===== src/sdc_cfg.svh =====
`ifndef SDC_CFG_SVH
`define SDC_CFG_SVH

// Frame layout.
`define SDC_WORD_BITS     16
`define SDC_WORD_MSB      15
`define SDC_CODE_TOP      15
`define SDC_CODE_MID      14
`define SDC_CODE_LOW      13
`define SDC_DATA_MSB      12
`define SDC_DATA_LSB      1
`define SDC_SUB_BIT       0
`define SDC_SPLIT_LAST    4'h7
`define SDC_LAST_BIT      4'hf

// Bit counter of the receiving end; it saturates one past a full word.
`define SDC_CNT_ONE       5'h01
`define SDC_CNT_FULL      5'h10
`define SDC_CNT_OVER      5'h11

// Low two bits of the control code.
`define SDC_OP_LOAD_BOTH  2'h0
`define SDC_OP_LOAD_IN    2'h1
`define SDC_OP_RECALL     2'h2
`define SDC_OP_SPECIAL    2'h3

// Reset values.
`define SDC_DAC_RST       13'h0000
`define SDC_WORD_RST      16'h0000

// Host timing.
`define SDC_PCLK_NS       25
`define SDC_HALF_NS       75
`define SDC_GAP_NS        400
`define SDC_CSW_NS        200
`define SDC_SETTLE_US     20
`define SDC_HALF_CYC      ((`SDC_HALF_NS + `SDC_PCLK_NS - 1) / `SDC_PCLK_NS)
`define SDC_GAP_CYC       ((`SDC_GAP_NS + `SDC_PCLK_NS - 1) / `SDC_PCLK_NS)
`define SDC_CSW_CYC       ((`SDC_CSW_NS + `SDC_PCLK_NS - 1) / `SDC_PCLK_NS)
`define SDC_SETTLE_CYC    ((`SDC_SETTLE_US * 1000 + `SDC_PCLK_NS - 1) / `SDC_PCLK_NS)

// Host register map and fields.
`define SDC_REG_CMD       8'h00
`define SDC_REG_STATUS    8'h04
`define SDC_REG_CTRL      8'h08
`define SDC_ST_BUSY       0
`define SDC_ST_SETTLING   1
`define SDC_ST_LOST       2
`define SDC_CTRL_SPLIT    0

`endif


===== src/sdc_pkg.sv =====
package sdc_pkg;

    typedef logic [15:0] sdc_word_t;
    typedef logic [12:0] sdc_dac_t;
    typedef logic [4:0]  sdc_cnt_t;

    typedef enum logic [2:0] {
        st_idle,
        st_lead,
        st_clk_hi,
        st_clk_lo,
        st_pause,
        st_tail,
        st_rest
    } sdc_host_state_t;

endpackage : sdc_pkg


===== src/sdc_link_if.sv =====
`timescale 1ns/10ps

interface sdc_link_if;
    logic sclk;
    logic cs_n;
    logic din;

    modport dev (
        input sclk,
        input cs_n,
        input din
    );

    modport host (
        output sclk,
        output cs_n,
        output din
    );
endinterface : sdc_link_if


===== src/sdc_host.sv =====
// The address map and the APB interface to the registers were decided locally.
`timescale 1ns/10ps
`include "sdc_cfg.svh"

// The sending end: an APB slave for software and a divider-clocked
// three-wire master toward the converter.
module sdc_host (
    input  wire logic        pclk,
    input  wire logic        presetn,
    input  wire logic [7:0]  paddr,
    input  wire logic        psel,
    input  wire logic        penable,
    input  wire logic        pwrite,
    input  wire logic [31:0] pwdata,
    output logic      [31:0] prdata,
    output logic             pready,
    output logic             pslverr,
    sdc_link_if.host         link
);

    localparam int HALF_CYC   = `SDC_HALF_CYC;
    localparam int GAP_CYC    = `SDC_GAP_CYC;
    localparam int CSW_CYC    = `SDC_CSW_CYC;
    localparam int SETTLE_CYC = `SDC_SETTLE_CYC;

    sdc_pkg::sdc_host_state_t state_reg;
    sdc_pkg::sdc_word_t       word_reg;
    sdc_pkg::sdc_word_t       tx_reg;
    logic [3:0]               bit_idx_reg;
    logic [7:0]               timer_reg;
    logic [9:0]               settle_reg;
    logic                     exit_reg;
    logic                     split_reg;
    logic                     lost_reg;
    logic                     sclk_reg;
    logic                     cs_n_reg;
    logic                     din_reg;
    logic [31:0]              prdata_reg;
    logic                     mapped;
    logic                     wr;
    logic                     busy;
    logic                     start;
    logic                     half_done;
    sdc_pkg::sdc_word_t       send_word;

    assign mapped    = (paddr == `SDC_REG_CMD) || (paddr == `SDC_REG_STATUS)
                    || (paddr == `SDC_REG_CTRL);
    assign wr        = psel && penable && pwrite && mapped;
    assign busy      = (state_reg != sdc_pkg::st_idle);
    assign start     = wr && (paddr == `SDC_REG_CMD) && !busy;
    assign half_done = (timer_reg == 8'(HALF_CYC - 1));
    assign pready    = psel && penable;
    assign pslverr   = psel && penable && !mapped;
    assign prdata    = prdata_reg;

    // Data-loading words always leave with the sub-bit cleared.
    always_comb begin
        send_word = pwdata[`SDC_WORD_MSB:0];
        if (!pwdata[`SDC_CODE_MID]) begin
            send_word[`SDC_SUB_BIT] = 1'b0;
        end
    end

    always_ff @(posedge pclk or negedge presetn) begin
        if (!presetn) begin
            prdata_reg <= 32'h0000_0000;
        end else if (psel && !penable) begin
            prdata_reg <= 32'h0000_0000;
            unique case (paddr)
                `SDC_REG_CMD:    prdata_reg[`SDC_WORD_MSB:0] <= word_reg;
                `SDC_REG_STATUS: begin
                    prdata_reg[`SDC_ST_BUSY]     <= busy;
                    prdata_reg[`SDC_ST_SETTLING] <= (settle_reg != 10'h000);
                    prdata_reg[`SDC_ST_LOST]     <= lost_reg;
                end
                `SDC_REG_CTRL:   prdata_reg[`SDC_CTRL_SPLIT] <= split_reg;
                default:         prdata_reg <= 32'h0000_0000;
            endcase
        end
    end

    always_ff @(posedge pclk or negedge presetn) begin
        if (!presetn) begin
            split_reg <= 1'b0;
        end else if (wr && paddr == `SDC_REG_CTRL) begin
            split_reg <= pwdata[`SDC_CTRL_SPLIT];
        end
    end

    // A command written while a frame is on the wire is dropped and noted;
    // a new loss in the clearing cycle keeps the flag set.
    always_ff @(posedge pclk or negedge presetn) begin
        if (!presetn) begin
            lost_reg <= 1'b0;
        end else if (wr && paddr == `SDC_REG_CMD && busy) begin
            lost_reg <= 1'b1;
        end else if (wr && paddr == `SDC_REG_STATUS && pwdata[`SDC_ST_LOST]) begin
            lost_reg <= 1'b0;
        end
    end

    always_ff @(posedge pclk or negedge presetn) begin
        if (!presetn) begin
            word_reg <= `SDC_WORD_RST;
            exit_reg <= 1'b0;
        end else if (start) begin
            word_reg <= send_word;
            exit_reg <= !send_word[`SDC_CODE_LOW];
        end
    end

    // Settling starts at power-up and again after any word that leaves
    // shutdown; software polls it before trusting the analog level.
    always_ff @(posedge pclk or negedge presetn) begin
        if (!presetn) begin
            settle_reg <= 10'(SETTLE_CYC);
        end else if (state_reg == sdc_pkg::st_tail && half_done && exit_reg) begin
            settle_reg <= 10'(SETTLE_CYC);
        end else if (settle_reg != 10'h000) begin
            settle_reg <= settle_reg - 10'h001;
        end
    end

    always_ff @(posedge pclk or negedge presetn) begin
        if (!presetn) begin
            state_reg   <= sdc_pkg::st_idle;
            timer_reg   <= 8'h00;
            bit_idx_reg <= 4'h0;
            tx_reg      <= `SDC_WORD_RST;
            sclk_reg    <= 1'b0;
            cs_n_reg    <= 1'b1;
            din_reg     <= 1'b0;
        end else begin
            timer_reg <= timer_reg + 8'h01;
            unique case (state_reg)
                sdc_pkg::st_idle: begin
                    timer_reg <= 8'h00;
                    if (start) begin
                        tx_reg      <= send_word;
                        din_reg     <= send_word[`SDC_WORD_MSB];
                        cs_n_reg    <= 1'b0;
                        bit_idx_reg <= 4'h0;
                        state_reg   <= sdc_pkg::st_lead;
                    end
                end
                sdc_pkg::st_lead, sdc_pkg::st_clk_lo: begin
                    if (half_done) begin
                        timer_reg <= 8'h00;
                        sclk_reg  <= 1'b1;
                        state_reg <= sdc_pkg::st_clk_hi;
                    end
                end
                sdc_pkg::st_clk_hi: begin
                    if (half_done) begin
                        timer_reg <= 8'h00;
                        sclk_reg  <= 1'b0;
                        if (bit_idx_reg == `SDC_LAST_BIT) begin
                            state_reg <= sdc_pkg::st_tail;
                        end else begin
                            bit_idx_reg <= bit_idx_reg + 4'h1;
                            tx_reg      <= {tx_reg[`SDC_WORD_MSB-1:0], 1'b0};
                            din_reg     <= tx_reg[`SDC_WORD_MSB-1];
                            if (split_reg && bit_idx_reg == `SDC_SPLIT_LAST) begin
                                state_reg <= sdc_pkg::st_pause;
                            end else begin
                                state_reg <= sdc_pkg::st_clk_lo;
                            end
                        end
                    end
                end
                sdc_pkg::st_pause: begin
                    if (timer_reg == 8'(GAP_CYC - 1)) begin
                        timer_reg <= 8'h00;
                        state_reg <= sdc_pkg::st_clk_lo;
                    end
                end
                sdc_pkg::st_tail: begin
                    if (half_done) begin
                        timer_reg <= 8'h00;
                        cs_n_reg  <= 1'b1;
                        state_reg <= sdc_pkg::st_rest;
                    end
                end
                sdc_pkg::st_rest: begin
                    if (timer_reg == 8'(CSW_CYC - 1)) begin
                        timer_reg <= 8'h00;
                        state_reg <= sdc_pkg::st_idle;
                    end
                end
                default: begin
                    state_reg <= sdc_pkg::st_idle;
                    cs_n_reg  <= 1'b1;
                    sclk_reg  <= 1'b0;
                end
            endcase
        end
    end

    assign link.sclk = sclk_reg;
    assign link.cs_n = cs_n_reg;
    assign link.din  = din_reg;

endmodule : sdc_host


===== src/flat_wrapper.sv =====
// flat-port wrapper written by rule: the top's interface ports become plain ports
module sdc_host_flat 
  (pclk, presetn, paddr, psel, penable, pwrite, pwdata, prdata, pready, pslverr, link_sclk, link_cs_n, link_din);
  sdc_link_if link_i ();
  input  wire logic pclk;
  input  wire logic presetn;
  input  wire logic [7:0] paddr;
  input  wire logic psel;
  input  wire logic penable;
  input  wire logic pwrite;
  input  wire logic [31:0] pwdata;
  output logic      [31:0] prdata;
  output logic pready;
  output logic pslverr;
  output wire logic [$bits(link_i.sclk)-1:0] link_sclk;
  output wire logic [$bits(link_i.cs_n)-1:0] link_cs_n;
  output wire logic [$bits(link_i.din)-1:0] link_din;
  assign link_sclk = link_i.sclk;
  assign link_cs_n = link_i.cs_n;
  assign link_din = link_i.din;
  sdc_host u_core (.pclk(pclk), .presetn(presetn), .paddr(paddr), .psel(psel), .penable(penable), .pwrite(pwrite), .pwdata(pwdata), .prdata(prdata), .pready(pready), .pslverr(pslverr), .link(link_i));
endmodule

===== config.mk =====
export PLATFORM = sky130hd
export DESIGN_NAME = sdc_host_flat
export DESIGN_NICKNAME = d
export VERILOG_FILES = /design/src/sdc_pkg.sv /design/src/sdc_link_if.sv /design/src/sdc_host.sv /design/src/flat_wrapper.sv
export VERILOG_INCLUDE_DIRS = /design/src
export SDC_FILE = /design/constraint.sdc
export NUM_CORES = 1
export LEC_CHECK = 0
export ABC_CLOCK_PERIOD_IN_PS = 3000
export BUFFER_PORTS_ARGS = -buffer_cell sky130_fd_sc_hd__buf_2
export CAP_MARGIN = 5
export CELL_PAD_IN_SITES_DETAIL_PLACEMENT = 1
export CELL_PAD_IN_SITES_GLOBAL_PLACEMENT = 1
export CORE_MARGIN = 3
export CORE_UTILIZATION = 40
export CTS_BUF_LIST = sky130_fd_sc_hd__clkbuf_4
export DETAILED_ROUTE_END_ITERATION = 6
export PLACE_DENSITY_LB_ADDON = 0.1
export SYNTH_ARGS = -nofsm -noshare
export SYNTH_HDL_FRONTEND = slang
export SYNTH_SLANG_ARGS = --single-unit

===== constraint.sdc =====
create_clock -name pclk -period 3 [get_ports pclk]
set_input_delay 0.45 -clock pclk [delete_from_list [all_inputs] [get_ports pclk]]
set_output_delay 0.45 -clock pclk [all_outputs]
set_load 0.01 [all_outputs]

==> Word level (Yosys, flattened, before mapping) <==
Cells that the tools add are included.
{ "word_totals": {"regBits": 78, "input_bits": 45, "output_inout_bits": 37, "word_cells": 111} }
{ "classes": {"add_sub_neg": 3, "eq_ne": 20, "mux": 38, "n_bitwise": 2, "n_reduce_logical": 35} }
{ "ops": {"columns": ["op", "count"], "rows": [
  ["$mux 15", 3],
  ["$pmux 8 s4", 1],
  ["$pmux 15 s2", 1],
  ["$mux 3", 8],
  ["$mux 8", 3],
  ["$mux 10", 2],
  ["$pmux 3 s6", 1],
  ["$eq 8x3->1 const B", 2],
  ["$eq 8x4->1 const B", 2],
  ["$logic_and 1x1->1", 14],
  ["$mux 13", 1],
  ["$mux 4", 3],
  ["$ne 2x1->1 const B", 6],
  ["$reduce_bool 10->1", 1],
  ["$sub 10x1->10 const B", 1],
  ["$eq 3x3->1 const B", 3],
  ["$mux 1", 9],
  ["$pmux 1 s3", 3],
  ["$add 8x1->8 const B", 1],
  ["$eq 8x2->1 const B", 1],
  ["$logic_not 8->1", 1],
  ["$pmux 4 s2", 1],
  ["$reduce_or 4->1", 2],
  ["$eq 3x2->1 const B", 2],
  ["18 further kinds", 26]
]} }

==> Depth between registers and ports, before layout <==
{ "depth": {"word_depth": 8, "mapped_depth": 7, "mapped_depth_nobuf": 6} }

==> Worst setup path before layout <==
No wires, ideal clock.
{ "synth_timing": {"kind": "input-to-reg", "startpoint": "input paddr[1]", "endpoint": "register u_core.din_reg, in the netlist u_core.link.din", "setup_ns": 0.125, "arrival_ns": 2.207, "required_ns": 2.875, "slack_ns": 0.667, "cell_stages": 6, "path_buffers": 2, "path_cell_list": "or4_4 -> or4_4 -> buf_6 -> nand2_8 -> buf_12 -> mux2_4"} }
{ "synth_between": {"elab_chain_len": 8, "word_cells_on_any_way": 10, "cone_classes": "eq/ne (3); reduce/logical (7)"} }
{ "synth_rtl": {"columns": ["item", "line_no", "rtl"], "rows": [
  ["start, declared", "flat_wrapper.sv:7", "input wire logic [7:0] paddr;"],
  ["$eq 8x3->1 (no source line) or $logic_not 8->1 (tied branches)", null, null],
  ["$logic_or 1x1->1 (2 in a row)", "sdc_host.sv:46", "assign mapped = (paddr == `SDC_REG_CMD) || (paddr == `SDC_REG_STATUS)"],
  ["$logic_and 1x1->1", "sdc_host.sv:48", "assign wr = psel && penable && pwrite && mapped;"],
  ["$logic_and 1x1->1 * (2 in a row)", "sdc_host.sv:50", "assign start = wr && (paddr == `SDC_REG_CMD) && !busy;"],
  ["$ne 2x1->1 (no source line) *", null, null],
  ["$reduce_and 4->1 (no source line) *", null, null],
  ["end signal, assigned", "sdc_host.sv:140", "din_reg <= send_word[`SDC_WORD_MSB];"],
  ["end signal, assigned", "sdc_host.sv:162", "din_reg <= tx_reg[`SDC_WORD_MSB-1];"],
  ["end, declared", "sdc_host.sv:37", "logic din_reg;"]
]} }
Mark *: on every way between the ends. The rest lies on a longest branch, timed or not.
A chain may end at the register's enable or synchronous reset.

==> Worst setup path after layout <==
{ "layout_timing": {"startpoint": "register u_core.state_reg[0]", "endpoint": "register u_core.word_reg[11]"} }
{ "layout_between": {"elab_chain_len": 3} }
{ "layout_rtl": {"columns": ["item", "line_no", "rtl"], "rows": [
  ["start, declared", "sdc_host.sv:26", "sdc_pkg::sdc_host_state_t state_reg;"],
  ["start signal, assigned", "sdc_host.sv:126", "state_reg <= sdc_pkg::st_idle;"],
  ["start signal, assigned", "sdc_host.sv:143", "state_reg <= sdc_pkg::st_lead;"],
  ["start signal, assigned", "sdc_host.sv:150", "state_reg <= sdc_pkg::st_clk_hi;"],
  ["$reduce_bool 3->1", "sdc_host.sv:49", "assign busy = (state_reg != sdc_pkg::st_idle);"],
  ["$logic_not 1->1", "sdc_host.sv:50", null],
  ["$logic_and 1x1->1", "sdc_host.sv:50", null],
  ["end signal, assigned", "sdc_host.sv:104", "word_reg <= `SDC_WORD_RST;"],
  ["end signal, assigned", "sdc_host.sv:107", "word_reg <= send_word;"],
  ["end, declared", "sdc_host.sv:27", "sdc_pkg::sdc_word_t word_reg;"]
]} }
Every way passes these cells.

==> metrics.cfg <==
[status]
status = complete, no violations

[floorplan]
die_h_um = 106.6
dieArea_um2 = 11360
rows = 36
start_util_pct = 41.22
die_x_um = 106.6
coreArea_um2 = 9819
ios = 82

[place]
gp_congestion = 0.7630
dpl.hpwl_um = 6555
io_buffers = 49
place_area_um2 = 4357

[clock_tree]
clkLatencyLatePin_ps = 420
cts_hold_buf = 0
clkTransAtPathRegs_ps = 150
cts_num_sinks = 78
clock_path_buffers = 2
cts_tree = built
h-tree-depth = 3
cts_setup_buffers = 0
cts_resized = 0
cts_root_buffer = clkbuf_4
numCtsBuffers = 9

[finish]
antenna-diode-count = 0
drive_above_1_share_pct = 26.32
final.fill_count = 1195
regArea_um2 = 1957
final_area_um2 = 4488
most-common-layout-cells = nand2_1, dfrtp_1, buf_2
mostFrequentLayoutCell = nand2_1
final_util_pct = 45.71
layout.nets = 501
area_growth_pct = 10.88
multi_input_area_um2 = 1877

[hold_path]
hp-class = in -> async

[global_route]
antenna_found_initial = 0
overflow = 0
grt_pass1_wl_um = 15410
grt_pass1_vias = 3049
track_usage_pct = 16.84
grt_max_degree = 79

[logic_synthesis]
synthXorXnorAreaFrac_pct = 2.380
avgSynthCellArea_um2 = 10.09
synth_edf_count = 0
synthAdderAreaFrac_pct = 1.546
synth_top_family_by_area = simple AND/OR/NAND/NOR gates
synth_seq_cells = 78
yosysWarnings = 0
synth_compound_area_share_pct = 9.397
synth_area_um2 = 4048
synth_simple_gate_area_share_pct = 20.19
seq_area_frac_synth_pct = 48.35
syn_inst = 401
async_flop_share_pct = 100.0
synthMuxAreaShare_pct = 11.38
synthFlopType = dfrtp_1
synth_cell_types = 61

[detailed_routing]
wl_met1_um = 4694
drtIter0Drc = 77
met3_length_um = 280
met2WireLength_um = 4174
viasPerCell = 5.114
drc_errors = 0
drt_wl_total_um = 9237
vias = 3012
first_pass_iters = 4
routedWlPerCell_um = 15.68
top_layer = met4
ant_nets = 0

[setup_path]
critPathRequiredTime_ps = 3330
cp.depth = 4
endpoint_kind = register
critPathMaxStageDelay_ps = 690
path_buf_inv = 1
startpoint = u_core.state_reg[0]
path_class = reg -> reg
ff2ff_path_depth = 4
crit_end = u_core.word_reg[11]
r2r_end = u_core.word_reg[11]
crit_path_top_delay_cell = or4_4
worst-path-max-fanout = 17
r2r_slack_ps = 570
crit_arrival_ps = 2760
critPathTopFamily = simple AND/OR/NAND/NOR gates
r2r-start = u_core.state_reg[0]
path_cells = or3_1, or4_4, buf_4, mux2_4
startpoint_type = register

[pwr]
seq_power_share_pct = 44.4
power_w = 0.003477
p_int_w = 0.002094
switchingPower_w = 0.001383
p_comb_share_pct = 37.8
vdd_drop_max_uv = 345.4
p_leak_nw = 2.229
p_clk_share_pct = 17.8
powerDensity_nw_per_um2 = 774.7
sw_frac_of_total_pct = 39.78

[timing]
slew_headroom_pct = 33.75
final_hold_viol_count = 0
min_period_ps = 2431
setup_viol = 0
whs_ps = 140.8
rsz0062_at_grt = no
worst_slew_pin_slew_ps = 993.8
fin_crit_sh_pct = 81.03
drv_slew = 0
finClkSkew_ps = 19.60
fmax_mhz = 411.3
fin_tns_setup_ps = 0

[flow_run]
drv_cap = 0

cell type report:
type / count / area share (%)
sequential: 78 / 43.60
inverter: 11 / 0.9200
clock buffer: 9 / 1.505
clock inverter: 7 / 1.422
timing repair buffer: 58 / 7.025
multi-input combinational: 293 / 41.82
tap: 133 / 3.708
worst min-delay path by stage:
stage / slack, ps / to
CTS: 200 / u_core.state_reg[1]
global placement: 440 / u_core.prdata[15]
detailed placement: 450 / u_core.prdata[6]
finish: 140 / u_core.settle_reg[4]
floorplan: 150 / u_core.bit_idx_reg[0]
global route: 230 / u_core.word_reg[14]
power by group through the flow:
stage	combinational, W	sequential, W	clock (W)
after floorplan	0.00103	0.00151	0
after global placement	0.00128	0.00155	0
after detailed placement	0.00132	0.00157	0
after CTS	0.00133	0.00155	0.000646
after global routing	0.00147	0.00159	0.000689
final	0.00131	0.00154	0.000618
cell usage after synthesis (5+ instances only):
master | number | share of area (%)
xor2_1 | 9 | 1.9
ha_1 | 5 | 1.5
mux2_4 | 19 | 7.0
buf_4 | 16 | 3.0
nand2_1 | 82 | 7.6
inv_1 | 11 | 1.0
mux2_2 | 12 | 3.3
nor2_1 | 19 | 1.8
clkbuf_1 | 13 | 1.2
dfrtp_1 | 74 | 46
a21oi_1 | 14 | 1.7
nand3_1 | 28 | 3.5
o21ai_0 | 15 | 1.9
cell families after synthesis:
family / after synthesis
xor+xnor: 11
fa+ha+maj: 5
simple gates: 168
buf+inv: 45
compound gates: 58
other cells: 1
flops: 78
mux: 35
metal layers:
layer	up-vias	track usage, %
met3	8	2.468
met2	48	26.17
met1	1482	24.39
met5	-	0
met4	0	5.205
li1	1474	-
per-stage QoR:
step / setup WS, ps / instances
floorplan: 667.4 / 416
global placement: 486.1 / 573
detailed placement: 469.9 / 573
CTS: 559.8 / 589
global route: 423.4 / 589
finish: 569.0 / 589
Note: power is estimated with default switching activity, not from simulation.
